**src/flagword_cfg.svh**
```systemverilog
// Addresses, bit positions and reset values of the flag word block
`ifndef FLAGWORD_CFG_SVH
`define FLAGWORD_CFG_SVH

`define WORK_REG_ADDR   8'hE0
`define FLAGS_REG_ADDR  8'hD0

`define CARRY_POS       7
`define HALF_POS        6
`define USER0_POS       5
`define BANKH_POS       4
`define BANKL_POS       3
`define SIGNED_POS      2
`define USER1_POS       1
`define PARITY_POS      0

`define WORK_RST        8'h00
`define FLAGS_RST       8'h00
`define BANK_BASE_RST   8'h00
`define RDATA_IDLE      8'h00

`endif

```
**src/flagword_pkg.sv**
```systemverilog
// Types shared by the flag word block and its users
package flagword_pkg;

    typedef enum logic [3:0] {
        OP_NONE,
        OP_ADD,
        OP_ADDC,
        OP_SUBB,
        OP_CLR_C,
        OP_SET_C,
        OP_CPL_C,
        OP_AND_C,
        OP_ANDN_C,
        OP_OR_C,
        OP_ORN_C,
        OP_MOV_C
    } alu_op_t;

endpackage

```
**src/nibble_carry_adder.sv**
```systemverilog
// Eight-bit adder exposing the carries out of bits 3, 6 and 7
`timescale 1ns/1ps

module nibble_carry_adder (
    input  wire logic [7:0] a,
    input  wire logic [7:0] b,
    input  wire logic       cin,
    output logic      [7:0] sum,
    output logic            c3,
    output logic            c6,
    output logic            c7
);
    logic [4:0] lo;
    logic [3:0] mid;
    logic [1:0] hi;

    // Split so the nibble and bit-six carries come out directly
    always_comb begin
        lo  = {1'b0, a[3:0]} + {1'b0, b[3:0]} + {4'h0, cin};
        mid = {1'b0, a[6:4]} + {1'b0, b[6:4]} + {3'h0, lo[4]};
        hi  = {1'b0, a[7]} + {1'b0, b[7]} + {1'b0, mid[3]};
        sum = {hi[0], mid[2:0], lo[3:0]};
        c3  = lo[4];
        c6  = mid[3];
        c7  = hi[1];
    end

endmodule

```
**src/program_status_flags.sv**
```systemverilog
// Work register and status flag word with their arithmetic datapath
//
// Local design decision: the plain strobed port.
`timescale 1ns/1ps
`include "flagword_cfg.svh"

module program_status_flags (
    input  wire logic                    clk_sys,
    input  wire logic                    rst,
    input  wire logic                    ce,
    input  wire logic [7:0]              reg_addr,
    input  wire logic [7:0]              reg_wdata,
    input  wire logic                    reg_wr,
    input  wire logic                    reg_rd,
    output logic      [7:0]              reg_rdata,
    input  wire logic                    alu_valid,
    input  wire flagword_pkg::alu_op_t   alu_op,
    input  wire logic [7:0]              alu_operand,
    input  wire logic                    bit_in,
    output logic      [7:0]              work_value,
    output logic      [7:0]              flags_value,
    output logic      [7:0]              bank_base
);
    import flagword_pkg::*;

    logic [7:0] work_r;
    logic [7:0] work_nxt;
    logic [7:0] flags_r;
    logic [7:0] flags_nxt;
    logic [7:0] bank_base_r;
    logic [7:0] bank_base_nxt;
    logic [7:0] rdata_r;
    logic [7:0] rdata_nxt;

    logic [7:0] add_b;
    logic       add_cin;
    logic       is_sub;
    logic [7:0] add_sum;
    logic       add_c3;
    logic       add_c6;
    logic       add_c7;
    logic       res_carry;
    logic       res_half;
    logic       res_signed;

    function automatic logic parity_of(input logic [7:0] v);
        return ^v;
    endfunction

    // Each bank is eight bytes, so the base is the select times eight
    function automatic logic [7:0] bank_base_of(input logic [1:0] sel);
        return {3'b000, sel, 3'b000};
    endfunction

    function automatic logic is_arith(input alu_op_t op);
        return (op == OP_ADD) || (op == OP_ADDC) || (op == OP_SUBB);
    endfunction

    // Subtract runs as add of the inverted operand; carries become borrows
    always_comb begin
        is_sub  = alu_op == OP_SUBB;
        add_b   = is_sub ? ~alu_operand : alu_operand;
        add_cin = 1'b0;
        case (alu_op)
            OP_ADDC: add_cin = flags_r[`CARRY_POS];
            OP_SUBB: add_cin = ~flags_r[`CARRY_POS];
            default: add_cin = 1'b0;
        endcase
    end

    nibble_carry_adder u_adder (
        .a   (work_r),
        .b   (add_b),
        .cin (add_cin),
        .sum (add_sum),
        .c3  (add_c3),
        .c6  (add_c6),
        .c7  (add_c7)
    );

    always_comb begin
        res_carry  = is_sub ? ~add_c7 : add_c7;
        res_half   = is_sub ? ~add_c3 : add_c3;
        res_signed = add_c6 ^ add_c7;
    end

    // Datapath results override a bus write to the same bits in one cycle
    always_comb begin
        work_nxt  = work_r;
        flags_nxt = flags_r;
        if (reg_wr) begin
            case (reg_addr)
                `WORK_REG_ADDR: work_nxt = reg_wdata;
                `FLAGS_REG_ADDR: flags_nxt = reg_wdata;
                default: ;
            endcase
        end
        if (alu_valid) begin
            case (alu_op)
                OP_ADD, OP_ADDC, OP_SUBB: begin
                    work_nxt                = add_sum;
                    flags_nxt[`CARRY_POS]   = res_carry;
                    flags_nxt[`HALF_POS]    = res_half;
                    flags_nxt[`SIGNED_POS]  = res_signed;
                end
                OP_CLR_C: flags_nxt[`CARRY_POS] = 1'b0;
                OP_SET_C: flags_nxt[`CARRY_POS] = 1'b1;
                OP_CPL_C: flags_nxt[`CARRY_POS] = ~flags_r[`CARRY_POS];
                OP_AND_C: flags_nxt[`CARRY_POS] = flags_r[`CARRY_POS] & bit_in;
                OP_ANDN_C: flags_nxt[`CARRY_POS] = flags_r[`CARRY_POS] & ~bit_in;
                OP_OR_C: flags_nxt[`CARRY_POS] = flags_r[`CARRY_POS] | bit_in;
                OP_ORN_C: flags_nxt[`CARRY_POS] = flags_r[`CARRY_POS] | ~bit_in;
                OP_MOV_C: flags_nxt[`CARRY_POS] = bit_in;
                default: ;
            endcase
        end
        // Taken from the next work value so the bit never lags a cycle
        flags_nxt[`PARITY_POS] = parity_of(work_nxt);
        bank_base_nxt = bank_base_of(flags_nxt[`BANKH_POS:`BANKL_POS]);
    end

    // Read data stand only in the cycle after the strobe, zero otherwise
    always_comb begin
        rdata_nxt = `RDATA_IDLE;
        if (reg_rd) begin
            case (reg_addr)
                `WORK_REG_ADDR: rdata_nxt = work_r;
                `FLAGS_REG_ADDR: rdata_nxt = flags_r;
                default: rdata_nxt = `RDATA_IDLE;
            endcase
        end
    end

    always_ff @(posedge clk_sys or posedge rst) begin
        if (rst) begin
            work_r      <= `WORK_RST;
            flags_r     <= `FLAGS_RST;
            bank_base_r <= `BANK_BASE_RST;
            rdata_r     <= `RDATA_IDLE;
        end else if (ce) begin
            work_r      <= work_nxt;
            flags_r     <= flags_nxt;
            bank_base_r <= bank_base_nxt;
            rdata_r     <= rdata_nxt;
        end
    end

    assign reg_rdata   = rdata_r;
    assign work_value  = work_r;
    assign flags_value = flags_r;
    assign bank_base   = bank_base_r;

    // Reference arithmetic kept apart from the adder instance
    logic [8:0] ref_add;
    logic [4:0] ref_nib;
    logic       ref_ovf;
    logic       wr_flags;
    logic [8:0] ref_addc;
    logic [8:0] ref_sub;
    logic [4:0] ref_nib_sub;
    logic       wr_other;
    logic       rd_other;

    always_comb begin
        ref_add  = {1'b0, work_r} + {1'b0, alu_operand};
        ref_nib  = {1'b0, work_r[3:0]} + {1'b0, alu_operand[3:0]};
        ref_ovf  = (work_r[7] == alu_operand[7]) && (ref_add[7] != work_r[7]);
        wr_flags = reg_wr && (reg_addr == `FLAGS_REG_ADDR);
        // Borrow shows as bit 8 of the nine-bit difference
        ref_addc    = {1'b0, work_r} + {1'b0, alu_operand} + {8'h00, flags_r[`CARRY_POS]};
        ref_sub     = {1'b0, work_r} - {1'b0, alu_operand} - {8'h00, flags_r[`CARRY_POS]};
        ref_nib_sub = {1'b0, work_r[3:0]} - {1'b0, alu_operand[3:0]} - {4'h0, flags_r[`CARRY_POS]};
        wr_other    = reg_wr && (reg_addr != `WORK_REG_ADDR) && (reg_addr != `FLAGS_REG_ADDR);
        rd_other    = reg_rd && (reg_addr != `WORK_REG_ADDR) && (reg_addr != `FLAGS_REG_ADDR);
    end
endmodule

```
**config.mk**
```make
export PLATFORM = sky130hd
export DESIGN_NAME = program_status_flags
export DESIGN_NICKNAME = d
export VERILOG_FILES = /design/src/flagword_pkg.sv /design/src/nibble_carry_adder.sv /design/src/program_status_flags.sv
export VERILOG_INCLUDE_DIRS = /design/src /design/src/src
export SDC_FILE = /design/constraint.sdc
export NUM_CORES = 1
export LEC_CHECK = 0
export BUFFER_PORTS_ARGS = -buffer_cell sky130_fd_sc_hd__buf_2
export CORE_ASPECT_RATIO = 1.2
export CORE_MARGIN = 8
export CORE_UTILIZATION = 51
export CTS_CLUSTER_DIAMETER = 200
export CTS_CLUSTER_SIZE = 40
export DETAILED_ROUTE_END_ITERATION = 8
export PLACE_DENSITY = 0.8
export SYNTH_ARGS = -nofsm -noshare
export SYNTH_HDL_FRONTEND = slang
export SYNTH_SLANG_ARGS = --single-unit
```
**constraint.sdc**
```tcl
create_clock -name clk_sys -period 4.6 [get_ports clk_sys]
set_clock_uncertainty 0.05 [all_clocks]
set_input_delay 0.46 -clock clk_sys [delete_from_list [all_inputs] [get_ports clk_sys]]
set_output_delay 0.46 -clock clk_sys [all_outputs]
set_load 0.1 [all_outputs]
```
=== Word-level counts from Yosys, hierarchy flattened ===
Cells that the tools add are included.

* Add/sub/neg operators: 6
* Equal/unequal tests: 13
* Multiplexer cells: 17
* Bitwise operators: 10
* Reduce and logical (&&, ||, !) cells: 3

{| class="wikitable"
|+ Operator list
! cell !! count
|-
| $mux W8 || 8
|-
| $eq A4 B3 Y1 const B || 4
|-
| $eq A4 B4 Y1 const B || 4
|-
| $eq A8 B8 Y1 const B || 2
|-
| $pmux W8 S2 || 1
|-
| $pmux W1 S9 || 1
|-
| $eq A4 B2 Y1 const B || 2
|-
| $not A8 Y8 || 1
|-
| $reduce_xor A8 Y1 || 1
|-
| $add A4 B4 Y5 || 1
|-
| $add A5 B1 Y5 || 1
|-
| $mux W1 || 5
|-
| $add A3 B3 Y4 || 1
|-
| $add A4 B1 Y4 || 1
|-
| $eq A4 B1 Y1 const B || 1
|-
| $not A1 Y1 || 4
|-
| $reduce_and A3 Y1 || 1
|-
| $reduce_or A3 Y1 || 1
|-
| $add A1 B1 Y2 || 1
|-
| $add A2 B1 Y2 || 1
|-
| $and A1 B1 Y1 || 2
|-
| $mux W2 || 1
|-
| $or A1 B1 Y1 || 2
|-
| $pmux W1 S2 || 1
|-
| $xor A1 B1 Y1 || 1
|}

* Flip-flop bits (word level): 26
* Bits of input ports: 35
* Output and inout bits: 32

=== Longest topological paths before layout ===
Gate-level depths: netlist of run 1.

* Word-level depth: 10
* Gate-level depth with buffers: 20
* Gate-level depth less buffers: 19

=== Hierarchy ===
From an unflattened synthesis of run 1, not the netlist that was laid out.

* Cell total of the unflattened synthesis: 232
* Area, all modules: 2004.4 um^2

{| class="wikitable"
|+ Modules (own cells, without submodules)
! module !! times used !! cells an instance !! area an instance (um^2) !! seq. area each (um^2)
|-
| program_status_flags || 1 || 203 || 1732.9 || 600.6
|-
| nibble_carry_adder || 1 || 29 || 271.5 || 0.0
|}

=== Least setup slack after synthesis of run 1 ===
OpenSTA, ideal clock, no wires.

* Path kind: in2reg
* From: in alu_op[0]
* To: reg flags_r[0] (netlist: flags_value[0])
* Setup time: 0.082 ns
* Data arrival time: 4.722 ns
* Required time: 4.468 ns
* Slack: -0.254 ns
* Stages: 20
* Buffers on the path: 2
* Cells stage by stage: clkbuf_1 > and3_1 > clkbuf_1 > xor2_1 > fa_1 > fa_1 > a21oi_1 > nor2_1 > nor2_1 > fa_1 > inv_1 > a21o_1 > a21o_1 > fa_1 > inv_1 > a21oi_1 > nor3_1 > a211o_1 > a211o_1 > a31oi_1

* Longest elaborated chain between the ends: 9

{| class="wikitable"
|+ RTL lines
! item !! line !! RTL
|-
| start, declared || program_status_flags.sv:17 || <nowiki>input wire flagword_pkg::alu_op_t alu_op,</nowiki>
|-
| $eq A4 B2 Y1 || program_status_flags.sv:61, program_status_flags.sv:64, program_status_flags.sv:99 ||
|-
| $mux W8 || program_status_flags.sv:62 || <nowiki>add_b = is_sub ? ~alu_operand : alu_operand;</nowiki>
|-
| $add A4 B4 Y5 || nibble_carry_adder.sv:19 || <nowiki>lo = {1'b0, a[3:0]} + {1'b0, b[3:0]} + {4'h0, cin};</nowiki>
|-
| $add A5 B1 Y5 || nibble_carry_adder.sv:19 ||
|-
| $add A4 B1 Y4 || nibble_carry_adder.sv:20 || <nowiki>mid = {1'b0, a[6:4]} + {1'b0, b[6:4]} + {3'h0, lo[4]};</nowiki>
|-
| $add A2 B1 Y2 || nibble_carry_adder.sv:21 || <nowiki>hi = {1'b0, a[7]} + {1'b0, b[7]} + {1'b0, mid[3]};</nowiki>
|-
| $mux W8 (*) || program_status_flags.sv:99 || <nowiki>case (alu_op)</nowiki>
|-
| $mux W8 (*) || program_status_flags.sv:98 || <nowiki>if (alu_valid) begin</nowiki>
|-
| $reduce_xor A8 Y1 (*) || program_status_flags.sv:47 || <nowiki>return ^v;</nowiki>
|-
| end signal, assigned || program_status_flags.sv:137 || <nowiki>flags_r <= `FLAGS_RST;</nowiki>
|-
| end signal, assigned || program_status_flags.sv:142 || <nowiki>flags_r <= flags_nxt;</nowiki>
|-
| end, declared || program_status_flags.sv:28 || <nowiki>logic [7:0] flags_r;</nowiki>
|}

Mark *: on every way between the ends. The rest lies on a longest branch, timed or not.
A chain may end at the register's enable or synchronous reset.

=== Worst setup path after layout of run 1 ===
* From: reg flags_r[7] (netlist: flags_value[7])
* To: reg flags_r[0] (netlist: flags_value[0])

* Longest elaborated chain between the ends: 8

{| class="wikitable"
|+ RTL lines
! item !! line !! RTL
|-
| $not A1 Y1 || program_status_flags.sv:66 || <nowiki>OP_SUBB: add_cin = ~flags_r[`CARRY_POS];</nowiki>
|-
| $pmux W1 S2 (*) || program_status_flags.sv:64 || <nowiki>case (alu_op)</nowiki>
|-
| $add A5 B1 Y5 (*) || nibble_carry_adder.sv:19 ||
|-
| $add A4 B1 Y4 || nibble_carry_adder.sv:20 ||
|-
| $add A2 B1 Y2 || nibble_carry_adder.sv:21 ||
|-
| $mux W8 (*) || program_status_flags.sv:99 ||
|-
| $mux W8 (*) || program_status_flags.sv:98 ||
|-
| $reduce_xor A8 Y1 (*) || program_status_flags.sv:47 ||
|}

Marked as above.

==> results.md, run 1 <==
* Outcome: finished, final reports clean
* Drc violations at 0
* Core region area at 0.00385 mm2
* Count of endpoints failing hold in the final timing report at 0
* Number of buffers on the longest clock path at 2
* Global-route wire length before repair at 8.55 mm
* Post-synth cell types at 46
* Worst setup path class: flip-flop to flip-flop
* Synth Flop Type: dfrtp_1
* Slowest CP cell: fa_1
* Number of endpoints failing setup at the final stage at 0
* FFs w/ async S/R, synth at 100%
* Number of port buffers at 60
* Final net count at 331
* Antenna diodes at 0
* Most repeated library cell on the critical path: fa_1
* Site Rows at 25
* Total vias in the final route at 1902
* Count of clock tree sinks at 24
* Average cell area after synthesis at 8.62 um2
* Worst ir drop on vdd at 208 uV
* Data arrival time of the worst path at 4.46 ns
* Worst Tran Pin Value at 0.896 ns
* FF+latch count, synth at 24
* Final critical path time including I/O delays and setup at 4.32 ns
* Global Route Usage Sum at 16.8%
* Root Buffer: clkbuf_8
* Initial Utilization at 51.7%
* Number of nets with antenna violations after detailed routing at 0
* RSZ-0062 raised after global routing: false
* Final HPWL from detailed placement at 4.17 mm
* Kind of start point of the critical path: flip-flop
* Antenna violations before repair at 0
* Synthesized instance count at 231
* Max Freq at 232 MHz
* Sum of routed wire length over all layers at 5.29 mm
* Initial DRC Count at 174
* Number of global-route vias before repair at 1861
* Post-synth design cell area at 0.00199 mm2
* Share of the core filled with cells at 61.4%
* Largest net degree at the start of global routing at 34
* Yosys warning total at 0
* Routability congestion estimate from global placement at 0.842
* Worst Hold Class: primary input to async pin
* Total non-filler cell area in the finished layout at 0.00236 mm2
* Endpoint kind of the worst setup timing path: flip-flop
* Total Power at 1.02 mW
* Portion of the post-synthesis area used by sequential elements at 30.2%
* Depth of the worst register-to-register path at 18
* Share of layout cells above drive strength 1 at 28.1%
* CTS buffer count at 3
* Floorplan die width at 73.0 um
* Required time of the worst setup path at 4.74 ns
* Number of enable flip-flop cells after synthesis at 0
* H-Tree Level Count at 1
* Number of slew-limit violations in the final report at 0
* CTS tree: yes
* Global route total overflow at 0
* Cells traversed along the worst timing path: xor2_1, and3_1, fa_1, fa_1, a21oi_1, nor2_1, nor2_2, fa_1, inv_1, a21o_1, a21o_1, fa_1, inv_1, a21oi_1, nor3_1, a211o_1, a211o_1, a31oi_1
* Height of the chip at 84.4 um
* Count of pins on the block boundary at 67
* Largest stage delay on the critical path at 0.55 ns
* Clock latency at the later pin of the worst-skew pair at 0.27 ns
* Fin worst setup slack at 0.281 ns
* Post-route fraction of the period consumed by the critical path at 93.9%
* Leakage power summed over all cells at 1.11 nW
* TritonRoute pass-1 iters at 4
* Setup TNS Final at 0 ns
* Area growth from synthesis to final layout at 18.7%
* Via count normalized by instance count at 5.61
* Pwr Density at 431 mW/mm2
* Full die area at 0.00617 mm2
* Worst relative slew slack at 40.2%
* Depth of the critical timing path with buffers and inverters included at 18
* CTS clock-pin slew for the worst setup and hold paths at 0.09 ns
* Worst slack, placed at 0.0192 ns
* Count of buffer and inverter cells on the critical path at 2
* Placed cell area at 0.00231 mm2
* Top delay family on crit path: adder cells
* Average wire per standard cell at 15.6 um
* Highest fanout seen on the critical path at 8
* Max-capacitance violation count at 0
## cell usage after synthesis, drive strengths merged, types with 2 or more instances
library cell / count / area [um2]
mux2: 4 / 45.0
nand4: 9 / 56.3
o211ai: 3 / 22.5
dfrtp: 24 / 601
o211a: 2 / 20.0
and3: 2 / 12.5
or3: 3 / 18.8
inv: 15 / 56.3
fa: 5 / 100
buf: 13 / 87.6
xnor2: 4 / 35.0
a22o: 3 / 26.3
o22ai: 9 / 56.3
a211o: 3 / 26.3
a21o: 3 / 22.5
nand3: 2 / 10.0
o31ai: 8 / 73.8
ha: 5 / 62.6
a21oi: 29 / 145
a22oi: 9 / 67.6
xor2: 12 / 105
nor2: 22 / 82.6
nor4: 2 / 18.8
nand2: 8 / 30.0
nor3: 2 / 10.0
clkbuf: 8 / 30.0
o21ai: 6 / 30.0
nand2b: 3 / 18.8
## per-layer routing
layer / share of wire, % / vias to the layer above / GRT usage (%)
met1: 41 / 888 / 19.4
met2: 51 / 66 / 29.6
met4: 1.9 / 0 / 6.20
met5: 0 / - / 0
li1: - / 938 / -
met3: 5.8 / 10 / 2.62
## area by class of cell
| cell class | instances | area [um2] |
|---|---|---|
| Timing Repair Buffer | 66 | 345 |
| Fill cell | 369 | 1480 |
| Tap cell | 54 | 67.6 |
| Inverter | 15 | 56.3 |
| Sequential cell | 24 | 602 |
| Multi-Input combinational cell | 176 | 1240 |
| Clock buffer | 4 | 55.1 |
## timing repair
| action | CTS | global route |
|---|---|---|
| setup endpoints to repair | 0 | 1 |
| hold buffers | 0 | 0 |
| gates resized for setup | 0 | 1 |
| buffers inserted | 0 | 0 |
## logic make-up after synthesis
family | count (synthesis) | synth area share [%]
compound gates | 81 | 27.2
xor+xnor | 16 | 7.04
fa+ha+maj | 10 | 8.17
buf+inv | 36 | 8.74
flops | 24 | 30.2
mux | 5 | 2.77
other cells | 1 | 0.188
simple gates | 58 | 15.8
## placed cells by master (no fill, tap or decap), types with 6 or more instances in the layout
cell	instances
a21oi_1	29
a22oi_1	9
buf_2	60
buf_4	6
conb_1	6
dfrtp_1	23
inv_1	15
nand2_1	8
nand4_1	9
nor2_1	21
o21ai_0	6
o22ai_1	9
o31ai_1	7
xor2_1	12
## per-stage QoR
| step | hold slack (ns) | cells |
|---|---|---|
| 3_3_place_gp | 0.461 | 335 |
| 4_1_cts | 0.368 | 339 |
| 6_report | 0.325 | 339 |
| 5_1_grt | 0.400 | 339 |
| 3_5_place_dp | 0.466 | 335 |
| 2_1_floorplan | 0.425 | 236 |
## final timing paths
check	end	from	slack, ns
max	flags_value[0]	flags_value[7]	0.28
min reg2reg	reg_rdata[5]	reg_rdata[5]	0.48
min	reg_rdata[1]	rst	0.33
max reg2reg	flags_value[0]	flags_value[7]	0.28
min in group clk_sys	flags_value[1]	reg_wdata[1]	0.39
max in group asynchronous	flags_value[7]	rst	3.57
## power breakdown
part	internal, mW	switching (mW)
clock	0.0764	0.0680
combinational	0.158	0.431
sequential	0.241	0.0452
## flip-flops by register name, indices dropped and copies added, names as in the netlist
name         count
work_value       8
reg_rdata        8
flags_value      8
Power figures use the tool's default switching activity.
==> inputs of run 2 (changes only) <==
--- a/config.mk
+++ b/config.mk
@@ -6,10 +6,11 @@
 export SDC_FILE = /design/constraint.sdc
 export NUM_CORES = 1
 export LEC_CHECK = 0
+export ABC_AREA = 1
 export BUFFER_PORTS_ARGS = -buffer_cell sky130_fd_sc_hd__buf_2
 export CORE_ASPECT_RATIO = 1.2
 export CORE_MARGIN = 8
-export CORE_UTILIZATION = 51
+export CORE_UTILIZATION = 53
 export CTS_CLUSTER_DIAMETER = 200
 export CTS_CLUSTER_SIZE = 40
 export DETAILED_ROUTE_END_ITERATION = 8
==> results.md, run 2 <==
* Outcome: finished, final reports clean
* Antenna violations before repair at 0 (unchanged)
* Final net count at 438 (+32%)
* RSZ-0062 raised after global routing: false
* Portion of the post-synthesis area used by sequential elements at 26.0% (-4.2 points)
* Data arrival time of the worst path at 3.89 ns (-0.57 ns)
* Commonest cells after routing, fill and taps aside: nand2_1, buf_2, inv_1
* Source of the worst register-to-register timing path: flags_value[7]
* Final HPWL from detailed placement at 5.05 mm (+21%)
* Global-route wire length before repair at 10.7 mm (+25%)
* Worst setup path class: flip-flop to flip-flop
* Global Route Usage Sum at 18.9% (+2.1 points)
* Cts hold-fix bufs at 0 (unchanged)
* Synth Flop Type: dfrtp_1
* Most frequent cell after synthesis: nand2_1
* Full die area at 0.00674 mm2 (+9.3%)
* Setup TNS Final at 0 ns (unchanged)
* Number of enable flip-flop cells after synthesis at 0 (unchanged)
* Area taken by multi-input logic gates at 0.00144 mm2 (+17%)
* Required time of the worst setup path at 4.70 ns (-0.04 ns)
* Core region area at 0.00423 mm2 (+9.9%)
* Worst relative slew slack at 39.9% (-0.30 points)
* Leading cell type in the layout, fill and taps excluded: nand2_1
* Count of pins on the block boundary at 67 (unchanged)
* Max Freq at 264 MHz (+14%)
* Max-capacitance violation count at 0 (unchanged)
* Height of the chip at 88.4 um (+4.6%)
* Number of global-route vias before repair at 2298 (+23%)
* Floorplan die width at 76.3 um (+4.5%)
* Yosys warning total at 0 (unchanged)
* Pwr Density at 379 mW/mm2 (-12%)
* Global route total overflow at 0 (unchanged)
* R2R Setup Slk at 0.82 ns (+0.54 ns)
* H-Tree Level Count at 1 (unchanged)
* Via count normalized by instance count at 5.19 (-7.5%)
* CTS tree: yes
* Post-synth cell types at 36 (-22%)
* Top cell type's share of synthesized area at 26.0% (-4.2 points)
* Initial Utilization at 54.7% (+2.9 points)
* Sum of routed wire length over all layers at 6.35 mm (+20%)
* Total vias in the final route at 2326 (+22%)
* Post_cts resized at 0 (unchanged)
* Leakage power summed over all cells at 1.48 nW (+34%)
* Number of endpoints failing setup at the final stage at 0 (unchanged)
* CTS buffer count at 3 (unchanged)
* Share of layout cells above drive strength 1 at 23.5% (-4.6 points)
* TritonRoute pass-1 iters at 4 (unchanged)
* Cell accounting for the most synthesized area: dfrtp_1
* Post-route fraction of the period consumed by the critical path at 82.3% (-12 points)
* Clock latency at the later pin of the worst-skew pair at 0.26 ns (about the same)
* Average wire per standard cell at 14.2 um (-9.1%)
* Kind of start point of the critical path: flip-flop
* Worst ir drop on vdd at 203 uV (-2.4%)
* Fillers at 411 (+11%)
* Average cell area after synthesis at 6.72 um2 (-22%)
* Final critical path time including I/O delays and setup at 3.78 ns (-0.536 ns)
* Number of buffers on the longest clock path at 2 (unchanged)
* Register cell area after layout at 601 um2 (-0.21%)
* Endpoint kind of the worst setup timing path: flip-flop
* FFs w/ async S/R, synth at 100% (unchanged)
* Share of the core filled with cells at 62.0% (+0.52 points)
* Endpoint of the lowest-slack register-to-register path: flags_value[0]
* Root Buffer: clkbuf_8
* Highest fanout seen on the critical path at 7 (-1)
* Largest net degree at the start of global routing at 26 (-24%)
* Fin Hold WS at 0.331 ns (+0.00585 ns)
* Routability congestion estimate from global placement at 0.954 (+13%)
* Site Rows at 26 (+4.0%)
* Worst Tran Pin Value at 0.900 ns (+0.00444 ns)
* Setup Fix Bufs, Post-CTS at 0 (unchanged)
* Worst slack, placed at 0.553 ns (+0.533 ns)
* Depth of the worst register-to-register path at 20 (+2)
* Total Power at 0.993 mW (-2.5%)
* FF+latch count, synth at 24 (unchanged)
* Fin worst setup slack at 0.816 ns (+0.536 ns)
* Number of nets with antenna violations after detailed routing at 0 (unchanged)
* List of most frequent post-synthesis cells: nand2_1, inv_1, nand3_1
* Initial DRC Count at 167 (-4.0%)
* Post-synth design cell area at 0.00231 mm2 (+16%)
* CTS clock-pin slew for the worst setup and hold paths at 0.09 ns (about the same)
* Count of clock tree sinks at 24 (unchanged)
* Count of endpoints failing hold in the final timing report at 0 (unchanged)
* Number of port buffers at 60 (unchanged)
* Drc violations at 0 (unchanged)
* Synth area leaders: dfrtp_1, nand2_1, nand3_1
* Worst Hold Class: primary input to async pin
* Antenna diodes at 0 (unchanged)
* Number of slew-limit violations in the final report at 0 (unchanged)
* Area growth from synthesis to final layout at 13.3%
* Synthesized instance count at 344 (+49%)
-- run 2: through the flow --
stage	area (um2)	cells
after detailed placement	2560	444
after CTS	2620	448
final	2620	448
after floorplan	2330	349
after global routing	2620	448
after global placement	2560	444
-- run 2: worst max-delay path, stage by stage (launching register included) --
cell and delay [ns]:
dfrtp_1 0.41, inv_1 0.15, a31oi_1 0.18, a21oi_1 0.08, fa_1 0.42, fa_1 0.41, a31oi_1 0.29, fa_1 0.22
inv_1 0.06, nand3_1 0.08, nand2_1 0.09, fa_1 0.47, or2_1 0.25, nand2_2 0.10, nand2_1 0.08, nand2_1 0.07
nand3_1 0.06, nand2_1 0.06, nand2_1 0.04, nand3_1 0.06, nand2_1 0.05
-- run 2: area by class of cell --
type	count	share of cell area [%]
Multi-Input combinational cell	265	55.1
Sequential cell	24	22.9
Tap cell	56	2.67
Inverter	38	5.44
Clock buffer	4	2.10
Timing Repair Buffer	61	11.7
-- run 2: kinds of logic (layout without fill, tap and decap cells) --
| group | count (synthesis) | in the layout | share of synthesized area, % |
|---|---|---|---|
| mux | 1 | 1 | 0.487 |
| fa+ha+maj | 10 | 10 | 7.03 |
| buf+inv | 60 | 103 | 12.4 |
| compound gates | 45 | 45 | 11.0 |
| flops | 24 | 24 | 26.0 |
| xor+xnor | 10 | 10 | 3.79 |
| other cells | 1 | 6 | 0.162 |
| simple gates | 193 | 193 | 39.1 |
-- run 2: layer usage --
metal	track usage, %	vias to the layer above	share of wire (%)
li1	-	1198	-
met1	22.5	1027	43
met2	33.3	88	48
met3	4.17	13	7.2
met4	5.78	0	2.3
met5	0	-	0
-- run 2: power by group --
| group | internal (mW) | leakage [nW] | total [mW] | switching (mW) |
|---|---|---|---|---|
| combinational | 0.143 | 1.14 | 0.572 | 0.429 |
| sequential | 0.235 | 0.317 | 0.279 | 0.0439 |
| clock | 0.0763 | 0.0288 | 0.142 | 0.0660 |
| total | 0.454 | 1.48 | 0.993 | 0.539 |
-- run 2: worst max path at each step --
stage	start	endpoint	slack (ns)
finish	flags_value[7]	flags_value[0]	0.82
global route	alu_op[1]	flags_value[0]	0.51
CTS	alu_op[3]	flags_value[0]	0.83
detailed placement	alu_op[3]	flags_value[0]	0.55
global placement	alu_op[3]	flags_value[0]	0.63
floorplan	flags_value[7]	flags_value[0]	0.38
